File: src/sdmpr_pkg.sv
// Purpose : Shared constants and types of the pattern-register / DLL-off command block
// Assumes : One command per i_ref_clk edge, 100 MHz
// Notes   : Times are kept in their own unit and all but CLOCK_VALID_SR_NS turned into cycles here
package sdmpr_pkg;

    // ==========================================================
    // Clock
    localparam int CLK_PERIOD_NS = 10;

    // ==========================================================
    // Command address layout
    localparam int ADDR_W = 14;
    localparam int BA_W   = 3;
    localparam int DQ_W   = 16;
    localparam int LANE_W = 8;
    localparam int LAT_W  = 5;
    localparam int STAMP_W = 8;

    localparam logic [BA_W-1:0] MR0_SEL = 3'h0;
    localparam logic [BA_W-1:0] MR1_SEL = 3'h1;
    localparam logic [BA_W-1:0] MR3_SEL = 3'h3;

    localparam int MR3_PATTERN_EN_BIT = 2;
    localparam int MR3_LOC_LSB        = 0;
    localparam int MR1_DLL_OFF_BIT    = 0;
    localparam int ADDR_NIBBLE_BIT    = 2;
    localparam int ADDR_BC_BIT        = 12;

    // ==========================================================
    // Reset values
    localparam logic       PATTERN_EN_RST = 1'b0;
    localparam logic [1:0] LOC_RST        = 2'h0;
    localparam logic       DLL_OFF_RST    = 1'b0;

    // ==========================================================
    // Pattern register contents, beat 0 in the LSB
    localparam logic [7:0] CAL_PATTERN   = 8'hAA;
    localparam logic [1:0] LOC_CAL       = 2'h0;
    localparam logic [7:0] RESERVED_DATA = 8'h00;
    localparam logic [3:0] BEATS_BL8     = 4'h8;
    localparam logic [3:0] BEATS_BC4     = 4'h4;
    localparam logic [2:0] BEAT_LOW      = 3'h0;
    localparam logic [2:0] BEAT_HIGH     = 3'h4;

    // ==========================================================
    // DLL-off latency limits
    localparam logic [LAT_W-1:0] DLL_OFF_CL  = 5'h06;
    localparam logic [LAT_W-1:0] DLL_OFF_CWL = 5'h06;
    localparam logic [LAT_W-1:0] MIN_READ_LAT = 5'h02;

    // ==========================================================
    // Controller-side timing, kept for reference by both ends
    localparam int LEVEL_FIRST_STROBE_CK  = 40;
    localparam int LEVEL_STROBE_EN_CK     = 25;
    localparam int REFRESH_CYCLE_NS       = 160;
    localparam int REFRESH_CYCLE_CYC      = (REFRESH_CYCLE_NS + CLK_PERIOD_NS - 1) / CLK_PERIOD_NS;
    localparam int AVG_REFRESH_NORMAL_NS  = 7800;
    localparam int AVG_REFRESH_HOT_NS     = 3900;
    localparam int AVG_REFRESH_NORMAL_CYC = AVG_REFRESH_NORMAL_NS / CLK_PERIOD_NS;
    localparam int AVG_REFRESH_HOT_CYC    = AVG_REFRESH_HOT_NS / CLK_PERIOD_NS;
    localparam int CLOCK_VALID_SR_CK      = 5;
    localparam int CLOCK_VALID_SR_NS      = 10;
    localparam int SR_EXIT_MIN_CK         = 5;
    localparam int SR_EXIT_EXTRA_NS       = 10;
    localparam int SR_EXIT_NS_CYC         =
        (REFRESH_CYCLE_NS + SR_EXIT_EXTRA_NS + CLK_PERIOD_NS - 1) / CLK_PERIOD_NS;
    localparam int SR_EXIT_WAIT_CYC       =
        (SR_EXIT_NS_CYC > SR_EXIT_MIN_CK) ? SR_EXIT_NS_CYC : SR_EXIT_MIN_CK;
    localparam int MODE_SET_DELAY_CYC     = 12;

    // ==========================================================
    // Types
    typedef enum logic [1:0] {
        SDMPR_BURST_BL8,
        SDMPR_BURST_OTF,
        SDMPR_BURST_BC4
    } sdmpr_burst_t;

    typedef enum logic [2:0] {
        SDMPR_CMD_MRS,
        SDMPR_CMD_REF,
        SDMPR_CMD_PRE,
        SDMPR_CMD_ACT,
        SDMPR_CMD_WR,
        SDMPR_CMD_RD,
        SDMPR_CMD_ZQ,
        SDMPR_CMD_NOP
    } sdmpr_cmd_t;

    typedef struct packed {
        logic [1:0]         loc;
        logic               start_high;
        logic               chop;
        logic [STAMP_W-1:0] stamp;
    } sdmpr_req_t;

endpackage

File: src/sdmpr_fifo.sv
// Purpose : Small valid/ready FIFO for queued pattern reads
// Assumes : DEPTH is a power of two
// Notes   : Full and empty come from an occupancy count, no bypass path
module sdmpr_fifo
    import sdmpr_pkg::*;
#(
    parameter int WIDTH = 12,
    parameter int DEPTH = 4
) (
    // Clock and reset
    input  wire logic             i_ref_clk,
    input  wire logic             i_rst_b,
    // Fill side
    input  wire logic             i_in_valid,
    input  wire logic [WIDTH-1:0] i_in_data,
    output logic                  o_in_ready,
    // Drain side
    output logic                  o_out_valid,
    output logic [WIDTH-1:0]      o_out_data,
    input  wire logic             i_out_ready
);
    localparam int PTR_W = $clog2(DEPTH);

    logic [WIDTH-1:0] mem_reg [DEPTH];
    logic [PTR_W-1:0] wr_ptr_reg;
    logic [PTR_W-1:0] rd_ptr_reg;
    logic [PTR_W:0]   count_reg;
    logic             push;
    logic             pop;

    assign o_in_ready  = (count_reg != (PTR_W+1)'(DEPTH));
    assign o_out_valid = (count_reg != '0);
    assign o_out_data  = mem_reg[rd_ptr_reg];
    assign push        = i_in_valid && o_in_ready;
    assign pop         = o_out_valid && i_out_ready;

    always_ff @(posedge i_ref_clk) begin
        if (push) begin
            mem_reg[wr_ptr_reg] <= i_in_data;
        end
    end

    always_ff @(posedge i_ref_clk) begin
        if (!i_rst_b) begin
            wr_ptr_reg <= '0;
            rd_ptr_reg <= '0;
            count_reg  <= '0;
        end else begin
            if (push) begin
                wr_ptr_reg <= wr_ptr_reg + 1'b1;
            end
            if (pop) begin
                rd_ptr_reg <= rd_ptr_reg + 1'b1;
            end
            count_reg <= count_reg + (PTR_W+1)'(push) - (PTR_W+1)'(pop);
        end
    end

endmodule

File: src/sdmpr_serializer.sv
// Purpose : Turns one queued pattern read into a burst of beats on the data lanes
// Assumes : One beat per i_ref_clk cycle
// Notes   : At least one idle cycle separates two bursts
module sdmpr_serializer
    import sdmpr_pkg::*;
(
    // Clock and reset
    input  wire logic            i_ref_clk,
    input  wire logic            i_rst_b,
    // Request
    input  wire logic            i_req_valid,
    input  wire sdmpr_req_t      i_req,
    output logic                 o_req_ready,
    // Lane fill choice
    input  wire logic            i_replicate,
    // Data lanes
    output logic [DQ_W-1:0]      o_dq,
    output logic                 o_dq_oe
);
    logic [7:0] pattern_reg;
    logic [2:0] beat_reg;
    logic [3:0] left_reg;
    logic       bit_now;
    logic       start;

    assign o_req_ready = (left_reg == '0);
    assign start       = i_req_valid && o_req_ready;
    assign bit_now     = pattern_reg[beat_reg];

    always_ff @(posedge i_ref_clk) begin
        if (!i_rst_b) begin
            pattern_reg <= '0;
            beat_reg    <= '0;
            left_reg    <= '0;
        end else if (start) begin
            // Reserved locations have no defined content; they read as zero
            pattern_reg <= (i_req.loc == LOC_CAL) ? CAL_PATTERN : RESERVED_DATA;
            beat_reg    <= (i_req.chop && i_req.start_high) ? BEAT_HIGH : BEAT_LOW;
            left_reg    <= i_req.chop ? BEATS_BC4 : BEATS_BL8;
        end else if (left_reg != '0) begin
            beat_reg <= beat_reg + 1'b1;
            left_reg <= left_reg - 1'b1;
        end
    end

    // Bit 0 of each lane carries the beat; upper bits copy it or stay low
    always_ff @(posedge i_ref_clk) begin
        if (!i_rst_b) begin
            o_dq    <= '0;
            o_dq_oe <= 1'b0;
        end else begin
            o_dq_oe <= (left_reg != '0);
            for (int l = 0; l < DQ_W / LANE_W; l++) begin
                o_dq[l*LANE_W]                 <= (left_reg != '0) && bit_now;
                o_dq[l*LANE_W+1 +: LANE_W-1]   <= {(LANE_W-1){(left_reg != '0) && bit_now
                                                    && i_replicate}};
            end
        end
    end

endmodule

File: src/sdmpr_core.sv
// Purpose : Device-side command decoder for pattern-register reads and DLL-off mode
// Assumes : Commands sampled on each i_ref_clk edge; burst mode and latencies come in as ports
// Notes   : Pattern reads queue in a small FIFO and leave one beat per cycle
module sdmpr_core
    import sdmpr_pkg::*;
#(
    parameter int FIFO_DEPTH    = 4,
    parameter int SR_EXIT_CYC   = SR_EXIT_WAIT_CYC,
    parameter int MODE_SET_CYC  = MODE_SET_DELAY_CYC
) (
    // Clock and reset
    input  wire logic              i_ref_clk,
    input  wire logic              i_rst_b,
    // Command pins
    input  wire logic              i_cke,
    input  wire logic              i_cs_b,
    input  wire logic              i_ras_b,
    input  wire logic              i_cas_b,
    input  wire logic              i_we_b,
    input  wire logic [BA_W-1:0]   i_ba,
    input  wire logic [ADDR_W-1:0] i_addr,
    // Configuration
    input  wire sdmpr_burst_t      i_burst_mode,
    input  wire logic [LAT_W-1:0]  i_cas_latency,
    input  wire logic [LAT_W-1:0]  i_cas_write_latency,
    input  wire logic [LAT_W-1:0]  i_additive_latency,
    input  wire logic              i_replicate_lanes,
    // Forwarded array commands
    output logic                   o_array_cmd_valid,
    output sdmpr_cmd_t             o_array_cmd,
    output logic [BA_W-1:0]        o_array_ba,
    output logic [ADDR_W-1:0]      o_array_addr,
    // Read data lanes
    output logic [DQ_W-1:0]        o_dq,
    output logic                   o_dq_oe,
    // Status
    output logic                   o_pattern_enabled,
    output logic [1:0]             o_pattern_loc,
    output logic                   o_dll_off,
    output logic [LAT_W-1:0]       o_read_latency,
    output logic                   o_latency_error,
    output logic                   o_in_self_refresh,
    output logic                   o_mode_busy,
    output logic                   o_illegal_cmd,
    output logic                   o_read_dropped
);
    // ==========================================================
    // Command decode
    typedef enum logic [1:0] {
        SDMPR_ST_ACTIVE,
        SDMPR_ST_SELF_REFRESH,
        SDMPR_ST_SR_EXIT
    } sdmpr_state_t;

    localparam int SR_CNT_W   = $clog2(SR_EXIT_CYC + 1);
    localparam int MODE_CNT_W = $clog2(MODE_SET_CYC + 1);

    sdmpr_state_t          state_reg;
    logic                  cke_prev_reg;
    logic                  selected;
    sdmpr_cmd_t            cmd;
    logic                  is_mrs;
    logic                  is_read;
    logic                  is_sr_entry;
    logic                  is_sr_exit;
    logic                  chop;
    logic                  pattern_en_reg;
    logic [1:0]            pattern_loc_reg;
    logic                  dll_off_reg;
    logic [STAMP_W-1:0]    now_reg;
    logic [LAT_W-1:0]      read_lat_next;
    logic [SR_CNT_W-1:0]   sr_cnt_reg;
    logic [MODE_CNT_W-1:0] mode_cnt_reg;
    logic                  illegal;
    sdmpr_req_t            push_req;
    logic                  push_valid;
    logic                  push_ready;
    sdmpr_req_t            head_req;
    logic                  head_valid;
    logic                  head_due;
    logic                  ser_ready;

    // Deselect and power-down leave the decoder with nothing to register
    assign selected = !i_cs_b && i_cke && cke_prev_reg;
    assign cmd      = sdmpr_cmd_t'({i_ras_b, i_cas_b, i_we_b});
    assign is_mrs   = selected && (cmd == SDMPR_CMD_MRS);
    assign is_read  = selected && (cmd == SDMPR_CMD_RD);
    assign is_sr_entry = !i_cs_b && cke_prev_reg && !i_cke && (cmd == SDMPR_CMD_REF);
    assign is_sr_exit  = (state_reg == SDMPR_ST_SELF_REFRESH) && i_cke;

    // Chop is fixed by mode or picked per read by bit 12 (low means chop)
    always_comb begin
        unique case (i_burst_mode)
            SDMPR_BURST_BC4: chop = 1'b1;
            SDMPR_BURST_OTF: chop = !i_addr[ADDR_BC_BIT];
            default:         chop = 1'b0;
        endcase
    end

    // Anything but a read, no-op or an MR3 mode set is refused in pattern mode
    always_comb begin
        illegal = 1'b0;
        if (pattern_en_reg) begin
            if (selected && !(cmd == SDMPR_CMD_RD || cmd == SDMPR_CMD_NOP)) begin
                illegal = !(is_mrs && i_ba == MR3_SEL);
            end
            if (is_sr_entry || (cke_prev_reg && !i_cke)) begin
                illegal = 1'b1;
            end
        end
        if (state_reg == SDMPR_ST_SR_EXIT && selected && cmd != SDMPR_CMD_NOP) begin
            illegal = 1'b1;
        end
    end

    // ==========================================================
    // Mode register state
    always_ff @(posedge i_ref_clk) begin
        if (!i_rst_b) begin
            pattern_en_reg  <= PATTERN_EN_RST;
            pattern_loc_reg <= LOC_RST;
        end else if (is_mrs && i_ba == MR3_SEL) begin
            pattern_en_reg  <= i_addr[MR3_PATTERN_EN_BIT];
            pattern_loc_reg <= i_addr[MR3_LOC_LSB +: 2];
        end
    end

    always_ff @(posedge i_ref_clk) begin
        if (!i_rst_b) begin
            dll_off_reg <= DLL_OFF_RST;
        end else if (is_mrs && i_ba == MR1_SEL) begin
            dll_off_reg <= i_addr[MR1_DLL_OFF_BIT];
        end
    end

    // Mode-set delay: commands during it are the controller's problem, shown as busy
    always_ff @(posedge i_ref_clk) begin
        if (!i_rst_b) begin
            mode_cnt_reg <= '0;
        end else if (is_mrs) begin
            mode_cnt_reg <= MODE_CNT_W'(MODE_SET_CYC);
        end else if (mode_cnt_reg != '0) begin
            mode_cnt_reg <= mode_cnt_reg - 1'b1;
        end
    end

    // ==========================================================
    // Read latency
    always_comb begin
        read_lat_next = i_additive_latency + i_cas_latency;
        if (dll_off_reg) begin
            read_lat_next = read_lat_next - 1'b1;
        end
        if (read_lat_next < MIN_READ_LAT) begin
            read_lat_next = MIN_READ_LAT;
        end
    end

    always_ff @(posedge i_ref_clk) begin
        if (!i_rst_b) begin
            o_read_latency  <= MIN_READ_LAT;
            o_latency_error <= 1'b0;
        end else begin
            o_read_latency  <= read_lat_next;
            // Only one latency pair is guaranteed once the loop is off
            o_latency_error <= dll_off_reg && (i_cas_latency != DLL_OFF_CL
                               || i_cas_write_latency != DLL_OFF_CWL);
        end
    end

    // ==========================================================
    // Self refresh tracking
    always_ff @(posedge i_ref_clk) begin
        if (!i_rst_b) begin
            state_reg    <= SDMPR_ST_ACTIVE;
            sr_cnt_reg   <= '0;
            cke_prev_reg <= 1'b1;
        end else begin
            cke_prev_reg <= i_cke;
            unique case (state_reg)
                SDMPR_ST_ACTIVE: begin
                    if (is_sr_entry) begin
                        state_reg <= SDMPR_ST_SELF_REFRESH;
                    end
                end
                SDMPR_ST_SELF_REFRESH: begin
                    if (is_sr_exit) begin
                        state_reg  <= SDMPR_ST_SR_EXIT;
                        sr_cnt_reg <= SR_CNT_W'(SR_EXIT_CYC);
                    end
                end
                SDMPR_ST_SR_EXIT: begin
                    if (sr_cnt_reg <= SR_CNT_W'(1)) begin
                        state_reg  <= SDMPR_ST_ACTIVE;
                        sr_cnt_reg <= '0;
                    end else begin
                        sr_cnt_reg <= sr_cnt_reg - 1'b1;
                    end
                end
            endcase
        end
    end

    // ==========================================================
    // Array command forwarding
    always_ff @(posedge i_ref_clk) begin
        if (!i_rst_b) begin
            o_array_cmd_valid <= 1'b0;
            o_array_cmd       <= SDMPR_CMD_NOP;
            o_array_ba        <= '0;
            o_array_addr      <= '0;
        end else begin
            // No-op and pattern reads never reach the array
            o_array_cmd_valid <= selected && cmd != SDMPR_CMD_NOP && cmd != SDMPR_CMD_MRS
                                 && !pattern_en_reg && state_reg == SDMPR_ST_ACTIVE;
            o_array_cmd       <= selected ? cmd : SDMPR_CMD_NOP;
            o_array_ba        <= i_ba;
            o_array_addr      <= i_addr;
        end
    end

    // ==========================================================
    // Pattern read queue
    always_ff @(posedge i_ref_clk) begin
        if (!i_rst_b) begin
            now_reg <= '0;
        end else begin
            now_reg <= now_reg + 1'b1;
        end
    end

    // Bank, column 9:3 and the autoprecharge bit play no part here
    assign push_valid          = is_read && pattern_en_reg;
    assign push_req.loc        = pattern_loc_reg;
    assign push_req.start_high = i_addr[ADDR_NIBBLE_BIT];
    assign push_req.chop       = chop;
    assign push_req.stamp      = now_reg;

    // A read leaves once its latency has run and the serializer is free, so close reads wait for the burst ahead
    assign head_due = head_valid
                      && ((now_reg - head_req.stamp) >= STAMP_W'(o_read_latency - 1'b1));

    sdmpr_fifo #(
        .WIDTH ($bits(sdmpr_req_t)),
        .DEPTH (FIFO_DEPTH)
    ) u_fifo (
        .i_ref_clk   (i_ref_clk),
        .i_rst_b     (i_rst_b),
        .i_in_valid  (push_valid),
        .i_in_data   (push_req),
        .o_in_ready  (push_ready),
        .o_out_valid (head_valid),
        .o_out_data  (head_req),
        .i_out_ready (ser_ready && head_due)
    );

    sdmpr_serializer u_ser (
        .i_ref_clk   (i_ref_clk),
        .i_rst_b     (i_rst_b),
        .i_req_valid (head_due),
        .i_req       (head_req),
        .o_req_ready (ser_ready),
        .i_replicate (i_replicate_lanes),
        .o_dq        (o_dq),
        .o_dq_oe     (o_dq_oe)
    );

    // ==========================================================
    // Status outputs
    always_ff @(posedge i_ref_clk) begin
        if (!i_rst_b) begin
            o_pattern_enabled <= PATTERN_EN_RST;
            o_pattern_loc     <= LOC_RST;
            o_dll_off         <= DLL_OFF_RST;
            o_in_self_refresh <= 1'b0;
            o_mode_busy       <= 1'b0;
            o_illegal_cmd     <= 1'b0;
            o_read_dropped    <= 1'b0;
        end else begin
            o_pattern_enabled <= pattern_en_reg;
            o_pattern_loc     <= pattern_loc_reg;
            o_dll_off         <= dll_off_reg;
            o_in_self_refresh <= (state_reg != SDMPR_ST_ACTIVE);
            o_mode_busy       <= (mode_cnt_reg != '0);
            o_illegal_cmd     <= illegal;
            // A full queue means the controller read faster than bursts drain
            o_read_dropped    <= push_valid && !push_ready;
        end
    end

endmodule

File: config.mk
export PLATFORM = sky130hd
export DESIGN_NAME = sdmpr_core
export DESIGN_NICKNAME = d
export VERILOG_FILES = /design/src/sdmpr_pkg.sv /design/src/sdmpr_fifo.sv /design/src/sdmpr_serializer.sv /design/src/sdmpr_core.sv
export SDC_FILE = /design/constraint.sdc
export NUM_CORES = 1
export LEC_CHECK = 0
export BUFFER_PORTS_ARGS = -buffer_cell sky130_fd_sc_hd__clkbuf_2
export CORE_UTILIZATION = 56
export CTS_CLUSTER_DIAMETER = 120
export DETAILED_ROUTE_END_ITERATION = 8
export PLACE_DENSITY = 0.9
export SYNTH_ARGS = -nofsm -noshare
export SYNTH_HDL_FRONTEND = slang
export SYNTH_HIERARCHICAL = 1
export SYNTH_SLANG_ARGS = --single-unit
export TNS_END_PERCENT = 100
File: constraint.sdc
create_clock -name i_ref_clk -period 6.21 [get_ports i_ref_clk]
set_input_delay 1.5525 -clock i_ref_clk [delete_from_list [all_inputs] [get_ports i_ref_clk]]
set_output_delay 1.5525 -clock i_ref_clk [all_outputs]
set_load 0.02 [all_outputs]
==> impl_summary.md <==
Run status
The run finished with clean final reports.

Finish
Compared with the post-synthesis result, the final layout area differs by 18.4%. The register with the most flip-flops in the layout has 44 of them. The multi-input combinational cells in the finished layout cover a total of 2430 um^2. In the final layout, the share of cells above drive strength 1 is 0.262. The filler cells instantiated in the layout total 685. The final core utilization is 0.679. The diode insertion count for antenna repair is 0. The total area of sequential cells is 2860 um^2. The layout net count is 655.

Timing
The count of endpoints failing hold in the final timing report is 0. Setup repair after global routing left no endpoint under its margin. The clock arrives with 0.0117 ns of skew. The transition time at the pin with the least slew margin is 0.975 ns. Derived from the worst setup path, the maximum achievable clock frequency is 176 MHz. Adding up every negative setup slack in the final design gives 0 ns. Setup violations remaining at the end of the flow were counted as 0. Headroom to the max-slew limit came out at 0.349. The final max-slew violation count came to 0. The post-layout minimum cycle time is 5.69 ns.

The tightest hold path in the finished design has a slack of 0.466 ns. Of the available clock period, the critical path in the final layout requires 0.917.

Clock tree
Once the clock tree was built, the resizer swapped 0 gates to a different size. In this run the number of H-tree levels came out at 4. The clock-pin slew on the worst setup and hold paths is 0.06 ns. No sink is reached through more buffers than the 2 on the longest clock path. The number of setup buffers added after CTS is 0. The later pin in the worst-skew pair is clocked with a latency of 0.51 ns. The number of clock buffers added by TritonCTS is 17.

The post-cts hold buffer count is 0. The cell at the root of the clock tree is clkbuf_8. The TritonCTS sink count is 121. The CTS tree is built.

Logic synthesis
The Yosys step of the flow raised 6 warnings. The net count of the mapped netlist is 567. The cell area that synthesis handed to floorplanning was 5580 um^2.

The cell count after synthesis is 484. After synthesis, the mean cell area works out to 11.5 um^2.

Global routing
The maximum number of pins on one net before global-route repair is 45. The wire length of the first global-routing pass is 18,300 um. The number of global-route vias before repair is 3,910. After global routing the overflow that remains totals 0. For this run, the total global-route usage over all layers was measured as 0.237. The initial antenna violation count came to 0.

Placed design
The global placer's final weighted congestion is 0.746. Input and output buffers added on the ports amount to 93. The HPWL reported at the end of detailed placement is 8100 um.

Power and ir drop
Summed over all nets, the switching power comes to 0.638 mW. The proportion of total power due to net switching is 0.286. The cell internal power dissipation is 1.59 mW. Of the total power, the clock network draws 0.407.

The share of total power dissipated in combinational logic is 0.180. The power share of the sequential group is 0.413. The power density over the cells is 338 nW/um^2. The maximum vdd drop is 0.216 mV. Summed over all cells, the static leakage comes to 2.80 nW.

Routing
The number of DRC markers in iteration 0 is 156. For this run, design rule violations remaining after detail routing come to 0. The overall routed net length is 11,300 um. The post-detailed-route via-to-cell ratio is 5.38. The detail route stage leaves a number of antenna-violating nets equal to 0. The first detailed-routing pass ran for 5 iterations.

The routed length per instance is 15.7 um. The routed via count is 3,862.

Floorplanning
For this configuration, the core starts out at a cell density of 0.574. Measured along the y axis, the die boundary spans 102 um. The die covers 10,400 um^2. 94 I/O pins were placed. The core outline area is 9730 um^2.

The number of rows created at floorplan is 36. The width of the chip is 102 um.

Worst setup path
At the worst endpoint, the arrival time is 6.10 ns. The critical path class is flop to flop. The largest individual stage delay along the critical path comes from the cell dfxtp_1. Walking the worst path, the cells encountered are buf_4, mux4_2, inv_1, ha_1, a21o_1, a21oi_1, o21bai_1, a21oi_1, xnor2_1, ha_1, a21o_1, a221o_1, a31oi_1, o21ai_0, and2_1, o31a_2, ha_1, inv_1, ha_1, inv_1, fa_1, xnor2_1, xnor2_1, and2_1. The worst setup path is captured at a flop.

The dominant cell type by count on the critical path is ha_1. The critical path's top delay family is compound AO/OA/AOI/OAI gates. In this run the worst path has a maximum fanout of 8. The count of buffering cells on the critical path with inverters included is 4.

The delay of the slowest cell on the worst path is 0.53 ns. STA classifies the critical path startpoint as a flop. STA puts the critical path data required time at 6.61 ns.

Job
The number of maximum-capacitance constraint violations is 0.

Min path
The type of the most critical hold path is flop to flop.
==> metal layers <==
layer  vias to the layer above  track usage  wire (um)
li1                       1852            -          -
met2                       137        0.423       5830
met3                        21       0.0622        514
met1                      1852        0.273       4760
met5                         -            0          0
met4                         0       0.0901        174
==> power by group through the flow <==
stage	sequential [mW]	combinational, mW	clock [mW]
floorplan	0.948	0.291	0
global placement	0.932	0.369	0
detailed placement	0.936	0.395	0
CTS	0.922	0.402	0.917
global route	0.930	0.453	0.959
finish	0.922	0.401	0.909
==> worst paths after layout <==
path / start / endpoint / slack (ns) / depth (start not counted)
worst max register to register: flop / u_fifo/count_reg[2]$_SDFF_PN0_ / 0.52 / 24
worst max-delay path: flop / u_fifo/count_reg[2]$_SDFF_PN0_ / 0.52 / 24
worst min register to register: u_ser/pattern_reg[5]$_SDFFE_PN0P_ / u_ser/o_dq[8]$_SDFF_PN0_ / 0.47 / 2
worst min-delay path: u_ser/pattern_reg[5]$_SDFFE_PN0P_ / u_ser/o_dq[8]$_SDFF_PN0_ / 0.47 / 2
==> stage by stage <==
step / setup WS (ns) / power [mW] / instances / instance area [um^2]
final: 0.517 / 2.23 / 718 / 6610
after CTS: 0.457 / 2.24 / 718 / 6610
after global placement: 0.895 / 1.30 / 686 / 6060
after global routing: 0.0581 / 2.34 / 718 / 6610
after detailed placement: 0.597 / 1.33 / 686 / 6060
after floorplan: 1.16 / 1.24 / 484 / 5580
==> cells in the final DEF, fill, tap and decap left out, types with 5 or more instances in the layout <==
master     count
clkbuf_16     16
nand2_1       19
mux2i_1        7
mux4_2         9
a21o_1         6
nor2_1        39
nor2b_1        6
and2_1        31
o21ai_0        6
xor2_1         9
ha_1          38
nand3_1        9
dfxtp_1       77
inv_6          5
inv_1         34
or3_1          5
xnor2_1       22
a21oi_1       20
edfxtp_1      44
clkbuf_2      93
o21a_1         7
nor3_1         8
==> area by class of cell <==
| class | instances | share of cell area |
|---|---|---|
| clock buffers | 17 | 0.0627 |
| clock inverters | 15 | 0.0210 |
| inverters | 34 | 0.0193 |
| multi-input cells | 304 | 0.367 |
| flip-flops and latches | 121 | 0.433 |
| well taps | 133 | 0.0252 |
| repair buffers | 94 | 0.0716 |
==> worst register-to-register path, delay by kind of cell, from the launching register on <==
family	cells	cell delay, ns
AO/OA/AOI/OAI	9	1.76
adder cells (fa/ha/maj)	5	1.37
flip-flops	1	0.53
multiplexers	1	0.53
AND/OR/NAND/NOR	2	0.49
buffers and inverters	4	0.46
XOR/XNOR	3	0.44
No activity file was read; power rests on OpenSTA's default activity.
